==> src/core/erb_map.vh <==
// Register offsets, field positions and reset values of the receive buffer manager
`ifndef ERB_MAP_VH
`define ERB_MAP_VH
`define ERB_ADDR_W          5
`define ERB_OFF_IE          5'h00
`define ERB_OFF_IF          5'h01
`define ERB_OFF_STAT        5'h02
`define ERB_OFF_CON2        5'h03
`define ERB_OFF_CON1        5'h04
`define ERB_OFF_ST_L        5'h05
`define ERB_OFF_ST_H        5'h06
`define ERB_OFF_ND_L        5'h07
`define ERB_OFF_ND_H        5'h08
`define ERB_OFF_RP_L        5'h09
`define ERB_OFF_RP_H        5'h0a
`define ERB_OFF_FCON        5'h0b
`define ERB_OFF_PKTCNT      5'h0c
`define ERB_OFF_MCON1       5'h0d
`define ERB_OFF_MCON3       5'h0e
`define ERB_OFF_MXFL_L      5'h0f
`define ERB_OFF_MXFL_H      5'h10
`define ERB_OFF_WP_L        5'h11
`define ERB_OFF_WP_H        5'h12
`define ERB_OFF_RD_L        5'h13
`define ERB_OFF_RD_H        5'h14
`define ERB_OFF_RDATA       5'h15
`define ERB_BIT_PKT         6
`define ERB_BIT_RXER        0
`define ERB_BIT_ETH_GLOBAL_IRQ_ENABLE       7
`define ERB_BIT_READ_AUTO_INCREMENT     7
`define ERB_BIT_PACKET_DECREMENT_STROBE      6
`define ERB_BIT_RECEIVE_ENABLE        2
`define ERB_BIT_RXBUSY      2
`define ERB_RST_ST          13'h0000
`define ERB_RST_ND          13'h1fff
`define ERB_RST_RP          13'h0000
`define ERB_RST_FCON        8'ha1
`define ERB_RST_MXFL        16'h0600
`define ERB_CNT_MAX         8'hff
`define ERB_TYPE_LIMIT      16'h05dc
`define ERB_LONG_BITS       50000
`define ERB_HDR_BYTES       13'h0006
`define ERB_SV_LEN_LSB      0
`define ERB_SV_LONG         16
`define ERB_SV_CARRIER      18
`define ERB_SV_CRCERR       20
`define ERB_SV_LENERR       21
`define ERB_SV_RANGE        22
`define ERB_SV_OK           23
`define ERB_SV_MCAST        24
`define ERB_SV_BCAST        25
`define ERB_SV_DRIBBLE      26
`define ERB_SV_CTRL         27
`define ERB_SV_PAUSE        28
`define ERB_SV_UNKOP        29
`define ERB_SV_VLAN         30
`endif

==> src/core/erb_rx_buffer_manager.v <==
// Receive packet buffer manager: circular SRAM writer, pointers, packet count
//
// The register addresses and the plain strobed port were left to the implementer.
`timescale 1ns/1ps
`include "erb_map.vh"
// What this block does
// - Status bits 15-0 hold the frame byte count, stored little-endian.
// - Status bit 23 set only for good CRC and no symbol errors.
// - Status bit 20 set when frame CRC mismatches computed CRC.
// - Status bit 22 set when type/length field exceeds 1500.
// - Status bit 21 set when length field disagrees with payload count.
// - Bit 25 marks broadcast destination, bit 24 multicast destination.
// - Bit 26 marks one to seven dribble bits, which are discarded.
// - Bit 27 marks control frame; bit 28 valid pause frame.
// - Bit 29 marks unknown control opcode; bit 30 VLAN tagged.
// - Bit 18 marks carrier activity seen since previous reception.
// - Bit 16 marks long event or dropped packet since previous reception.
// - Auto-increment read pointer wraps from buffer end to start.
// - Write reaching release pointer aborts packet and sets error flag.
// - Release pointer low byte shadowed until high byte write.
// - Decrement strobe lowers count by one, clearing pending flag at zero unless a packet is accepted in the same cycle.
// - Decrement at zero count leaves count at zero.
// - Count at 255 aborts every new packet and flags error.
// - Write pointer moves after each complete stored packet, and is held at buffer start while receive is disabled except in the cycle after a packet completes.
// - Write pointer never advanced onto release pointer by a stored packet.
// - Six-byte header: next pointer then four-byte status vector.
// - Odd packet end skips a pad byte so packets start even.
// - Accepted packet sets pending flag, moves write pointer, and bumps count unless a decrement strobe in the same cycle lowers it by one.
module erb_rx_buffer_manager #(
   parameter CLK_HZ   = 50000000,
   parameter BIT_HZ   = 10000000,
   parameter LONG_CYC = `ERB_LONG_BITS * (CLK_HZ / BIT_HZ)
) (
   // Clock, reset, enable
   input  wire        sys_clk_i,
   input  wire        reset_i,
   input  wire        clk_en_i,
   // Register port
   input  wire [4:0]  reg_addr_i,
   input  wire [7:0]  reg_wdata_i,
   input  wire        reg_wr_i,
   input  wire        reg_rd_i,
   output reg  [7:0]  reg_rdata_o,
   // Receive stream from MAC/PHY
   input  wire        rx_sof_i,
   input  wire        rx_valid_i,
   input  wire [7:0]  rx_data_i,
   input  wire        rx_eof_i,
   input  wire        rx_crc_err_i,
   input  wire        rx_sym_err_i,
   input  wire        rx_dribble_i,
   input  wire        rx_carrier_evt_i,
   input  wire        rx_drop_evt_i,
   // Packet SRAM write and read
   output reg         mem_we_o,
   output reg  [12:0] mem_waddr_o,
   output reg  [7:0]  mem_wdata_o,
   output wire [12:0] mem_raddr_o,
   input  wire [7:0]  mem_rdata_i,
   // Status
   output wire        irq_o,
   output wire        rx_busy_o
);
   localparam S_IDLE = 4'b0001;
   localparam S_DATA = 4'b0010;
   localparam S_HDR  = 4'b0100;
   localparam S_DROP = 4'b1000;

   reg  [3:0]  state;
   reg  [7:0]  ie;
   reg         pkt_flag;
   reg         err_flag;
   reg         read_auto_increment;
   reg         rx_en;
   reg  [7:0]  con1_other;
   reg  [12:0] rx_start;
   reg  [12:0] rx_end;
   reg  [12:0] rel_ptr;
   reg  [7:0]  rel_shadow;
   reg  [12:0] wr_ptr;
   reg  [12:0] rd_ptr;
   reg  [7:0]  pkt_cnt;
   reg  [7:0]  fcon;
   reg  [7:0]  mcon1;
   reg  [7:0]  mcon3;
   reg  [15:0] max_len;
   reg  [12:0] cur;
   reg  [15:0] byte_cnt;
   reg  [15:0] len_field;
   reg  [7:0]  opc_hi;
   reg  [7:0]  opc_lo;
   reg         bcast;
   reg         mcast;
   reg         pause_da;
   reg  [2:0]  hdr_idx;
   reg  [31:0] sv;
   reg  [12:0] next_pkt;
   reg         carrier_seen;
   reg         drop_seen;
   reg  [31:0] long_cnt;
   reg         long_evt;
   wire        rd_hit = reg_rd_i && reg_addr_i == `ERB_OFF_RDATA;

   // Circular increment within the receive ring
   function [12:0] ring_inc;
      input [12:0] p;
      input [12:0] st;
      input [12:0] nd;
      begin
         ring_inc = (p == nd) ? st : p + 13'h0001;
      end
   endfunction

   function [12:0] ring_add;
      input [12:0] p;
      input [12:0] n;
      input [12:0] st;
      input [12:0] nd;
      reg   [13:0] s;
      begin
         s = {1'b0, p} + {1'b0, n};
         if (s > {1'b0, nd})
            ring_add = s[12:0] - (nd - st + 13'h0001);
         else
            ring_add = s[12:0];
      end
   endfunction

   wire        wr_acc   = reg_wr_i & clk_en_i;
   wire        dec_req  = wr_acc && reg_addr_i == `ERB_OFF_CON2 && reg_wdata_i[`ERB_BIT_PACKET_DECREMENT_STROBE];
   wire [12:0] cur_next = ring_inc(cur, rx_start, rx_end);
   wire        is_ctrl  = (len_field == 16'h8808);
   wire        is_vlan  = (len_field == 16'h8100);
   wire        is_range = (len_field > `ERB_TYPE_LIMIT);
   wire        len_bad  = !is_range && (byte_cnt >= 16'd18) &&
                          (len_field != byte_cnt - 16'd18) &&
                          !(len_field < 16'd46 && byte_cnt == 16'd64);
   wire        crc_ok   = !rx_crc_err_i;
   wire        pkt_good = crc_ok && !rx_sym_err_i;
   wire        last_odd = cur[0];
   wire [12:0] end_ptr  = last_odd ? cur_next : cur;

   assign mem_raddr_o = rd_ptr;
   assign rx_busy_o   = (state != S_IDLE);
   assign irq_o       = ie[`ERB_BIT_ETH_GLOBAL_IRQ_ENABLE] &
                        ((ie[`ERB_BIT_PKT] & pkt_flag) | (ie[`ERB_BIT_RXER] & err_flag));

   // Receive engine and counters
   always @(posedge sys_clk_i or posedge reset_i) begin
      if (reset_i) begin
         state        <= S_IDLE;
         cur          <= 13'h0000;
         wr_ptr       <= `ERB_RST_ST;
         pkt_cnt      <= 8'h00;
         pkt_flag     <= 1'b0;
         err_flag     <= 1'b0;
         byte_cnt     <= 16'h0000;
         len_field    <= 16'h0000;
         opc_hi       <= 8'h00;
         opc_lo       <= 8'h00;
         bcast        <= 1'b0;
         mcast        <= 1'b0;
         pause_da     <= 1'b0;
         hdr_idx      <= 3'h0;
         sv           <= 32'h0000_0000;
         next_pkt     <= 13'h0000;
         carrier_seen <= 1'b0;
         drop_seen    <= 1'b0;
         long_cnt     <= 32'h0000_0000;
         long_evt     <= 1'b0;
         mem_we_o     <= 1'b0;
         mem_waddr_o  <= 13'h0000;
         mem_wdata_o  <= 8'h00;
      end else if (clk_en_i) begin
         mem_we_o <= 1'b0;
         if (rx_carrier_evt_i)
            carrier_seen <= 1'b1;
         if (rx_drop_evt_i)
            drop_seen <= 1'b1;
         if (dec_req && pkt_cnt != 8'h00) begin
            pkt_cnt <= pkt_cnt - 8'h01;
            if (pkt_cnt == 8'h01)
               pkt_flag <= 1'b0;
         end
         if (wr_acc && reg_addr_i == `ERB_OFF_IF) begin
            if (!reg_wdata_i[`ERB_BIT_PKT])
               pkt_flag <= 1'b0;
            if (!reg_wdata_i[`ERB_BIT_RXER])
               err_flag <= 1'b0;
         end
         if (!rx_en)
            wr_ptr <= rx_start;
         case (state)
            S_IDLE: begin
               if (rx_sof_i && rx_en) begin
                  if (pkt_cnt == `ERB_CNT_MAX) begin
                     err_flag  <= 1'b1;
                     drop_seen <= 1'b1;
                     state     <= S_DROP;
                  end else begin
                     cur      <= ring_add(wr_ptr, `ERB_HDR_BYTES, rx_start, rx_end);
                     byte_cnt <= 16'h0000;
                     len_field <= 16'h0000;
                     long_cnt <= 32'h0000_0000;
                     long_evt <= 1'b0;
                     bcast    <= 1'b1;
                     mcast    <= 1'b0;
                     pause_da <= 1'b1;
                     state    <= S_DATA;
                  end
               end
            end
            S_DATA: begin
               if (long_cnt == LONG_CYC - 1)
                  long_evt <= 1'b1;
               long_cnt <= long_cnt + 32'h0000_0001;
               if (rx_valid_i) begin
                  // Never write onto the release pointer
                  if (cur == rel_ptr) begin
                     err_flag  <= 1'b1;
                     drop_seen <= 1'b1;
                     state     <= S_DROP;
                  end else begin
                     mem_we_o    <= 1'b1;
                     mem_waddr_o <= cur;
                     mem_wdata_o <= rx_data_i;
                     cur         <= cur_next;
                     byte_cnt    <= byte_cnt + 16'h0001;
                     if (byte_cnt < 16'd6 && rx_data_i != 8'hff)
                        bcast <= 1'b0;
                     if (byte_cnt == 16'd0)
                        mcast <= rx_data_i[0];
                     if (byte_cnt < 16'd6 && rx_data_i != (({8'h01, 8'h80, 8'hc2, 8'h00,
                         8'h00, 8'h01} >> (8 * (5 - byte_cnt[2:0]))) & 48'h0000_0000_00ff))
                        pause_da <= 1'b0;
                     if (byte_cnt == 16'd12)
                        len_field[15:8] <= rx_data_i;
                     if (byte_cnt == 16'd13)
                        len_field[7:0] <= rx_data_i;
                     if (byte_cnt == 16'd14)
                        opc_hi <= rx_data_i;
                     if (byte_cnt == 16'd15)
                        opc_lo <= rx_data_i;
                  end
               end else if (rx_eof_i) begin
                  // Pad to even start; keep one byte free
                  if (end_ptr == rel_ptr) begin
                     err_flag  <= 1'b1;
                     drop_seen <= 1'b1;
                     state     <= S_IDLE;
                  end else begin
                     next_pkt <= end_ptr;
                     // Status vector assembly, reserved bits zero
                     sv <= {1'b0,
                            is_vlan,
                            is_ctrl && {opc_hi, opc_lo} != 16'h0001,
                            is_ctrl && {opc_hi, opc_lo} == 16'h0001 && pause_da,
                            is_ctrl,
                            rx_dribble_i,
                            bcast && mcast,
                            mcast && !bcast,
                            pkt_good,
                            is_range,
                            len_bad,
                            !crc_ok,
                            1'b0,
                            carrier_seen,
                            1'b0,
                            long_evt | drop_seen,
                            byte_cnt};
                     hdr_idx <= 3'h0;
                     cur     <= wr_ptr;
                     state   <= S_HDR;
                  end
               end
            end
            S_HDR: begin
               // Next pointer then status vector, little-endian
               mem_we_o    <= 1'b1;
               mem_waddr_o <= cur;
               cur         <= cur_next;
               hdr_idx     <= hdr_idx + 3'h1;
               case (hdr_idx)
                  3'h0:    mem_wdata_o <= next_pkt[7:0];
                  3'h1:    mem_wdata_o <= {3'h0, next_pkt[12:8]};
                  3'h2:    mem_wdata_o <= sv[7:0];
                  3'h3:    mem_wdata_o <= sv[15:8];
                  3'h4:    mem_wdata_o <= sv[23:16];
                  default: mem_wdata_o <= sv[31:24];
               endcase
               if (hdr_idx == 3'h5) begin
                  wr_ptr       <= next_pkt;
                  if (!(dec_req && pkt_cnt != 8'h00))
                     pkt_cnt <= pkt_cnt + 8'h01;
                  pkt_flag     <= 1'b1;
                  carrier_seen <= rx_carrier_evt_i;
                  drop_seen    <= rx_drop_evt_i;
                  state        <= S_IDLE;
               end
            end
            S_DROP: begin
               if (rx_eof_i)
                  state <= S_IDLE;
            end
            default: state <= S_IDLE;
         endcase
      end
   end

   // Software registers and read pointer
   always @(posedge sys_clk_i or posedge reset_i) begin
      if (reset_i) begin
         ie         <= 8'h00;
         read_auto_increment    <= 1'b1;
         rx_en      <= 1'b0;
         con1_other <= 8'h00;
         rx_start   <= `ERB_RST_ST;
         rx_end     <= `ERB_RST_ND;
         rel_ptr    <= `ERB_RST_RP;
         rel_shadow <= 8'h00;
         rd_ptr     <= 13'h0000;
         fcon       <= `ERB_RST_FCON;
         mcon1      <= 8'h00;
         mcon3      <= 8'h00;
         max_len    <= `ERB_RST_MXFL;
      end else if (clk_en_i) begin
         // Sequential read wraps at ring end
         if (rd_hit && read_auto_increment)
            rd_ptr <= ring_inc(rd_ptr, rx_start, rx_end);
         if (reg_wr_i) begin
            case (reg_addr_i)
               `ERB_OFF_IE:     ie <= reg_wdata_i;
               `ERB_OFF_CON2:   read_auto_increment <= reg_wdata_i[`ERB_BIT_READ_AUTO_INCREMENT];
               `ERB_OFF_CON1: begin
                  rx_en      <= reg_wdata_i[`ERB_BIT_RECEIVE_ENABLE];
                  con1_other <= reg_wdata_i & 8'hfb;
               end
               `ERB_OFF_ST_L:   rx_start[7:0] <= reg_wdata_i;
               `ERB_OFF_ST_H:   rx_start[12:8] <= reg_wdata_i[4:0];
               `ERB_OFF_ND_L:   rx_end[7:0] <= reg_wdata_i;
               `ERB_OFF_ND_H:   rx_end[12:8] <= reg_wdata_i[4:0];
               // Low byte held until high byte write
               `ERB_OFF_RP_L:   rel_shadow <= reg_wdata_i;
               `ERB_OFF_RP_H:   rel_ptr <= {reg_wdata_i[4:0], rel_shadow};
               `ERB_OFF_FCON:   fcon <= reg_wdata_i;
               `ERB_OFF_MCON1:  mcon1 <= reg_wdata_i;
               `ERB_OFF_MCON3:  mcon3 <= reg_wdata_i;
               `ERB_OFF_MXFL_L: max_len[7:0] <= reg_wdata_i;
               `ERB_OFF_MXFL_H: max_len[15:8] <= reg_wdata_i;
               `ERB_OFF_RD_L:   rd_ptr[7:0] <= reg_wdata_i;
               `ERB_OFF_RD_H:   rd_ptr[12:8] <= reg_wdata_i[4:0];
               default: ;
            endcase
         end
      end
   end

   // Read data, one cycle after the strobe; decrement bit reads zero
   always @(posedge sys_clk_i or posedge reset_i) begin
      if (reset_i) begin
         reg_rdata_o <= 8'h00;
      end else if (clk_en_i) begin
         reg_rdata_o <= 8'h00;
         if (reg_rd_i) begin
            case (reg_addr_i)
               `ERB_OFF_IE:     reg_rdata_o <= ie;
               `ERB_OFF_IF:     reg_rdata_o <= {1'b0, pkt_flag, 5'h00, err_flag};
               `ERB_OFF_STAT:   reg_rdata_o <= {5'h00, rx_busy_o, 2'h0};
               `ERB_OFF_CON2:   reg_rdata_o <= {read_auto_increment, 7'h00};
               `ERB_OFF_CON1:   reg_rdata_o <= con1_other | {5'h00, rx_en, 2'h0};
               `ERB_OFF_ST_L:   reg_rdata_o <= rx_start[7:0];
               `ERB_OFF_ST_H:   reg_rdata_o <= {3'h0, rx_start[12:8]};
               `ERB_OFF_ND_L:   reg_rdata_o <= rx_end[7:0];
               `ERB_OFF_ND_H:   reg_rdata_o <= {3'h0, rx_end[12:8]};
               `ERB_OFF_RP_L:   reg_rdata_o <= rel_ptr[7:0];
               `ERB_OFF_RP_H:   reg_rdata_o <= {3'h0, rel_ptr[12:8]};
               `ERB_OFF_FCON:   reg_rdata_o <= fcon;
               `ERB_OFF_PKTCNT: reg_rdata_o <= pkt_cnt;
               `ERB_OFF_MCON1:  reg_rdata_o <= mcon1;
               `ERB_OFF_MCON3:  reg_rdata_o <= mcon3;
               `ERB_OFF_MXFL_L: reg_rdata_o <= max_len[7:0];
               `ERB_OFF_MXFL_H: reg_rdata_o <= max_len[15:8];
               `ERB_OFF_WP_L:   reg_rdata_o <= wr_ptr[7:0];
               `ERB_OFF_WP_H:   reg_rdata_o <= {3'h0, wr_ptr[12:8]};
               `ERB_OFF_RD_L:   reg_rdata_o <= rd_ptr[7:0];
               `ERB_OFF_RD_H:   reg_rdata_o <= {3'h0, rd_ptr[12:8]};
               `ERB_OFF_RDATA:  reg_rdata_o <= mem_rdata_i;
               default:         reg_rdata_o <= 8'h00;
            endcase
         end
      end
   end
endmodule

==> config.mk <==
export PLATFORM = sky130hd
export DESIGN_NAME = erb_rx_buffer_manager
export DESIGN_NICKNAME = d
export VERILOG_FILES = /design/src/core/erb_rx_buffer_manager.v
export VERILOG_INCLUDE_DIRS = /design/src /design/src/core
export SDC_FILE = /design/constraint.sdc
export NUM_CORES = 1
export LEC_CHECK = 0
export BUFFER_PORTS_ARGS = -buffer_cell sky130_fd_sc_hd__buf_2
export CORE_UTILIZATION = 25
export DETAILED_ROUTE_END_ITERATION = 7
export PLACE_DENSITY = 0.39
export SYNTH_ARGS = -nofsm -noshare
export SYNTH_HDL_FRONTEND = slang
export SYNTH_SLANG_ARGS = --single-unit
==> constraint.sdc <==
create_clock -name sys_clk_i -period 12.84 [get_ports sys_clk_i]
set_input_delay 3.21 -clock sys_clk_i [delete_from_list [all_inputs] [get_ports sys_clk_i]]
set_output_delay 3.21 -clock sys_clk_i [all_outputs]
set_load 0.02 [all_outputs]
==> impl_metrics.tcl, run 1 <==
set metrics [dict create \
    io_pins 87 \
    drive_above_1_share_pct 20.1 \
    fmax_mhz 175 \
    final_util_pct 29.0 \
    place_congestion 0.881 \
    grt_pass1_vias 15900 \
    finalSetupTns_ns 0 \
    dieHeight_um 280 \
    worstPathArrival_ns 6.20 \
    rsz0062_at_grt "no" \
    cap_violations 0 \
    n_antenna_cell 0 \
    cts_resized 0 \
    ys_types 84 \
    grt_pass1_wl_mm 109 \
    syn2layout_area_growth_pct 14.4 \
    finClkSkew_ns 0.0422 \
    hp-class "reg -> reg" \
    cts_root_buf "clkbuf_16" \
    synth-main-ff-cell "dfrtp_1" \
    crit_path_end_kind "flip-flop" \
    crit_fanout 56 \
    dieArea_mm2 0.0783 \
    synth_cells 1976 \
    vias_per_cell 5.16 \
    antenna_found_initial 2 \
    num_rows 101 \
    fin_crit_sh_pct 44.6 \
    ir_drop_v 0.0000871 \
    regArea_mm2 0.00798 \
    ant_nets 0 \
    worst_slew_pin_slew_ns 1.29 \
    cp_data_required_time_ns 13.31 \
    die_w_um 280 \
    yosys_register_bits 318 \
    setup_viol 0 \
    p_leak_uw 0.00959 \
    pre_cts_ws_ns 6.58 \
    yosysSeqAreaShare_pct 41.4 \
    coreArea_mm2 0.0762 \
    clkTransAtPathRegs_ns 0.06 \
    timing.final.ws_setup_ns 7.12 \
    synth_edf_count 0 \
    drv_slew 0 \
    period_minus_slack_ns 5.72 \
    drt-pass1-iter-count 8 \
    syn_area_per_cell_um2 9.77 \
    post-cts-setup-buffers 0 \
    powerDensity_mw_per_mm2 190 \
    holdWs_ns 0.473 \
    gr-total-overflow 0 \
    hold_viol_final 0 \
    cts_tree "done" \
    multi_input_area_mm2 0.0105 \
    slew_headroom_pct 13.9 \
    grt_max_degree 116 \
    place_hpwl_mm 52.5 \
    cts_hold_buffers 0 \
    clock_latency_ns 0.59 \
    drc 0 \
    cts.sinks 318 \
    syn_area_mm2 0.0193 \
    syn_nets 2076 \
    initial_core_util_pct 25.3 \
    cts_buffers 40 \
    crit_type "in -> reg" \
    htreeDepth 2 \
    vias 15900 \
    routedWlPerCell_um 23.7 \
    cp-start-kind "input port" \
    nets 2114 \
    ys.warnings.count 0 \
    nFillCells 8030 \
    cts_max_path_buffers 3 \
    routed_wl_mm 73.0 \
    port_buffers 86 \
    track_usage_pct 18.6 \
    drt_iter0_markers 1322 \
    status "completed" \
    ys_async_sr_fraction_pct 100 \
]
-- state kept, by name (all words and copies together) (netlist names), 16 cells and up --
| signal | count |
|---|---|
| byte_cnt | 16 |
| long_cnt | 32 |
| sv | 29 |
| max_len | 16 |
| len_field | 16 |
-- per-stage QoR --
step                instance area, um2  power, uW  std cells
floorplan                        19300       2480       1976
global route                     22100       4440       3076
global placement                 20700       3030       3002
finish                           22100       4190       3076
CTS                              22100       4240       3076
detailed placement               20700       3040       3002
-- where the power goes --
| part | switching [uW] | total (uW) | internal, uW |
|---|---|---|---|
| Combinational | 877 | 1490 | 613 |
| Sequential | 337 | 1530 | 1190 |
| Clock | 488 | 1170 | 682 |
| Total | 1700 | 4190 | 2490 |
-- Yosys cell counts (22+ instances only) --
| cell | instances | area, um2 |
|---|---|---|
| a22oi_1 | 38 | 285 |
| clkbuf_1 | 84 | 315 |
| nand4_1 | 37 | 231 |
| o21ai_0 | 89 | 445 |
| mux2i_1 | 34 | 340 |
| ha_1 | 45 | 563 |
| dfrtp_1 | 298 | 7460 |
| nand2_1 | 169 | 634 |
| xor2_1 | 70 | 613 |
| inv_1 | 85 | 319 |
| o22ai_1 | 25 | 156 |
| a21oi_1 | 90 | 450 |
| nand3_1 | 71 | 355 |
| a22o_1 | 22 | 193 |
| nor2_1 | 152 | 571 |
| nor3_1 | 42 | 210 |
| mux2_2 | 186 | 2090 |
| xnor2_1 | 73 | 639 |
-- cell families (layout without fill, tap and decap cells) --
logic type | after synthesis | count (layout) | synth area share, %
and+or+nand+nor | 617 | 617 | 15.8
AOI/OAI and AO/OA | 412 | 412 | 14.4
DFF | 318 | 318 | 41.4
muxes | 229 | 229 | 13.3
buffers and inverters | 198 | 268 | 4.23
xor gates and xnor gates | 144 | 144 | 6.61
adders and majority gates | 58 | 58 | 4.27
-- layer usage --
layer / up-vias / part of all wire [%] / GRT usage (%)
met2: 405 / 49 / 31.4
met3: 90 / 4.4 / 2.17
met5: - / 0.022 / 0
li1: 7243 / - / -
met1: 8135 / 44 / 24.9
met4: 2 / 2.5 / 5.34
-- final timing paths --
check	start	to	cells past startpoint	slack (ns)
max	clk_en_i	pkt_cnt[5]	9	7.12
max in group asynchronous	reset_i	cur[3]	4	7.46
max reg2reg	wr_ptr[1]	cur[2]	14	7.95
min	mem_waddr_o[8]	mem_waddr_o[8]	2	0.47
min reg2reg	mem_waddr_o[8]	mem_waddr_o[8]	2	0.47
min in group asynchronous	reset_i	mem_wdata_o[7]	2	2.81
-- placed cells by master, fill, tap and decap left out, types with 12 or more instances in the layout --
master	count
nand4_1	37
xnor2_1	73
or3_1	15
and2_1	19
o221ai_1	13
nor3_1	39
buf_4	22
fa_1	13
nor2_1	152
mux2_2	186
o211ai_1	12
inv_1	84
and3_1	17
dfrtp_1	298
nand3_1	71
o22ai_1	25
clkbuf_16	40
mux2i_1	34
nor4_1	19
a21oi_1	90
buf_2	86
xor2_1	70
o21ai_0	89
a22oi_1	38
dfstp_2	20
a22o_1	22
nand2_1	169
ha_1	45
a221oi_1	20
-- worst max-delay path, cell delays in order --
cell and delay (ns):
buf_2 0.09, buf_4 0.52, nand2_1 0.34, nor3_1 0.66
nand3_1 0.40, or3_1 0.45, nor4_1 0.19, o21ai_0 0.14
xnor2_1 0.17
-- area by class of cell --
class | count | share of cell area [%]
clock buffer | 61 | 5.34
multi-input combinational | 1460 | 47.7
inverter | 86 | 1.50
sequential | 318 | 36.2
timing repair buffer | 108 | 2.70
clock inverter | 13 | 0.748
tap | 1030 | 5.84
Note: power is estimated with default switching activity, not from simulation.
==> run 2: changes to the inputs <==
Clock period 12.84 ns to 5.7 ns, I/O delays scaled along.
==> run 2 against run 1 <==
Effect of this change:
- combinational power up 120%
- sequential share of layout area fell by 0.33 points
- critical endpoint is now cur[2]
- wire length grew 1.7%
- largest cell class unchanged
- clock skew shrank 0.0095 ns
- cell count increased by 0.46%
- hold slack got worse by 0.0034 ns
- critical path depth is 5 higher
- sequential cell count stayed put
- register-to-register slack lost 6.7 ns
- die area unchanged
- count of clock-buffer cells in the layout grew 4
==> impl_metrics.tcl, run 2 (synthesis results as in run 1) <==
set metrics [dict create \
    status "completed" \
    hp-class "reg -> reg" \
    place_congestion 0.886 \
    regArea_mm2 0.00798 \
    cp_slowest_cell "dfrtp_1" \
    cap_violations 0 \
    drt_iter0_markers 1224 \
    initial_core_util_pct 25.3 \
    final_cell_mix "dfrtp_1 (298), mux2_2 (186), nand2_1 (169)" \
    p_clk_share_pct 29.0 \
    vias_per_cell 5.14 \
    routed_wl_mm 74.3 \
    cts_buffers 43 \
    fin_crit_sh_pct 78.0 \
    switching_share_pct 39.9 \
    die_w_um 280 \
    cts_hold_buffers 0 \
    holdPathStages 2 \
    switchingPower_uw 3820 \
    grtUsageMet1_pct 25.1 \
    timing.final.ws_setup_ns 1.25 \
    finClkSkew_ns 0.0326 \
    crit_fanout 15 \
    grt-busiest-layer "met2" \
    final_common_cell "dfrtp_1" \
    dieHeight_um 280 \
    cts_tree "done" \
    cts_resized 0 \
    grt_pass1_wl_mm 110 \
    intPower_uw 5750 \
    grt_max_degree 85 \
    htreeDepth 2 \
    crit_path_end_kind "flip-flop" \
    clkTransAtPathRegs_ns 0.06 \
    p_leak_uw 0.00969 \
    antenna_found_initial 1 \
    track_usage_pct 18.9 \
    finalPower_uw 9570 \
    cp-start-kind "flip-flop" \
    pwr-share-seq_pct 36.2 \
    drv_slew 0 \
    cts_root_buf "clkbuf_16" \
    syn2layout_area_growth_pct 15.4 \
    nets 2126 \
    post-cts-setup-buffers 0 \
    clock_latency_ns 0.60 \
    dieArea_mm2 0.0783 \
    rsz0062_at_grt "no" \
    vias 15900 \
    finalSetupTns_ns 0 \
    cts_max_path_buffers 3 \
    period_minus_slack_ns 4.45 \
    slowest_delay_ns 0.49 \
    n_antenna_cell 0 \
    multi_input_area_mm2 0.0105 \
    num_rows 101 \
    hold_viol_final 0 \
    io_pins 87 \
    cpMostUsedCell "ha_1" \
    worst_slew_pin_slew_ns 1.17 \
    port_buffers 86 \
    top_register "long_cnt" \
    routedWlPerCell_um 24.0 \
    slew_headroom_pct 21.7 \
    reg.largest.list "long_cnt x32, sv x29" \
    drc 0 \
    crit_chain "inv_1 -> ha_1 -> nor3b_1 -> nand3_1 -> xnor2_1 -> ha_1 -> a21o_1 -> a21oi_1 -> o21ai_0 -> o31ai_1 -> nand2_1 -> mux2i_1 -> a221o_1 -> mux2_2" \
    powerDensity_mw_per_mm2 430 \
    ant_nets 0 \
    gr-total-overflow 0 \
    drt-pass1-iter-count 6 \
    nFillCells 7995 \
    largest_reg_flops 32 \
    rr_worst_depth 14 \
    worstPathArrival_ns 4.90 \
    combPwrFrac_pct 34.8 \
    setup_viol 0 \
    grt.met3_usage_pct 2.58 \
    cp_data_required_time_ns 6.16 \
    ir_drop_v 0.000195 \
    pre_cts_ws_ns 1.34 \
    grt_pass1_vias 16200 \
    place_hpwl_mm 54.0 \
    cts.sinks 318 \
    coreArea_mm2 0.0762 \
    fmax_mhz 225 \
    use_met2_pct 31.9 \
    crit_type "reg -> reg" \
    drive_above_1_share_pct 20.7 \
]
## run 2: path summary, 6_finish.rpt
check                                     from             end  slack [ns]
worst max-delay path                 wr_ptr[1]          cur[2]        1.25
worst min-delay path            mem_waddr_o[5]  mem_waddr_o[5]        0.47
worst max register to register       wr_ptr[1]          cur[2]        1.25
worst min register to register  mem_waddr_o[5]  mem_waddr_o[5]        0.47
max in group asynchronous              reset_i    long_cnt[29]        3.45
min in group asynchronous              reset_i       opc_hi[6]        1.06
## run 2: metrics by stage
step                instance area [um2]  std cells  util, %  hold WS [ns]
floorplan                         19300       1976        -         0.441
global placement                  20800       3011     27.3         0.460
detailed placement                20800       3011     27.3         0.464
CTS                               22300       3090     29.2         0.477
global route                      22300       3090     29.2         0.498
finish                            22300       3090     29.2         0.470
## run 2: power by group through the flow
stage	sequential (uW)	clock, uW	combinational [uW]
3_5_place_dp	3490	0	3330
6_report	3470	2780	3330
5_1_grt	3520	2940	3670
3_3_place_gp	3480	0	3330
2_1_floorplan	3130	0	2460
4_1_cts	3460	2870	3360
## run 2: layer usage
layer / part of all wire (%) / up-vias
met3: 4.4 / 108
met1: 45 / 8114
met4: 2.6 / 2
li1: - / 7285
met2: 48 / 382
met5: 0.023 / -
## run 2: cell type report
type / instances / area share [%]
Tap cell: 1030 / 5.78
Multi-Input combinational cell: 1460 / 47.3
Clock inverter: 14 / 0.870
Inverter: 86 / 1.47
Timing Repair Buffer: 117 / 3.09
Clock buffer: 65 / 5.65
Sequential cell: 318 / 35.8
## run 2: worst max-delay path, delay by kind of cell (launching register included)
family,cells,cell delay [ns]
muxes,2,0.51
buffers and inverters,1,0.14
adders and majority gates,2,0.58
AOI/OAI and AO/OA,5,1.15
DFF,1,0.49
and+or+nand+nor,3,1.08
xor gates and xnor gates,1,0.33
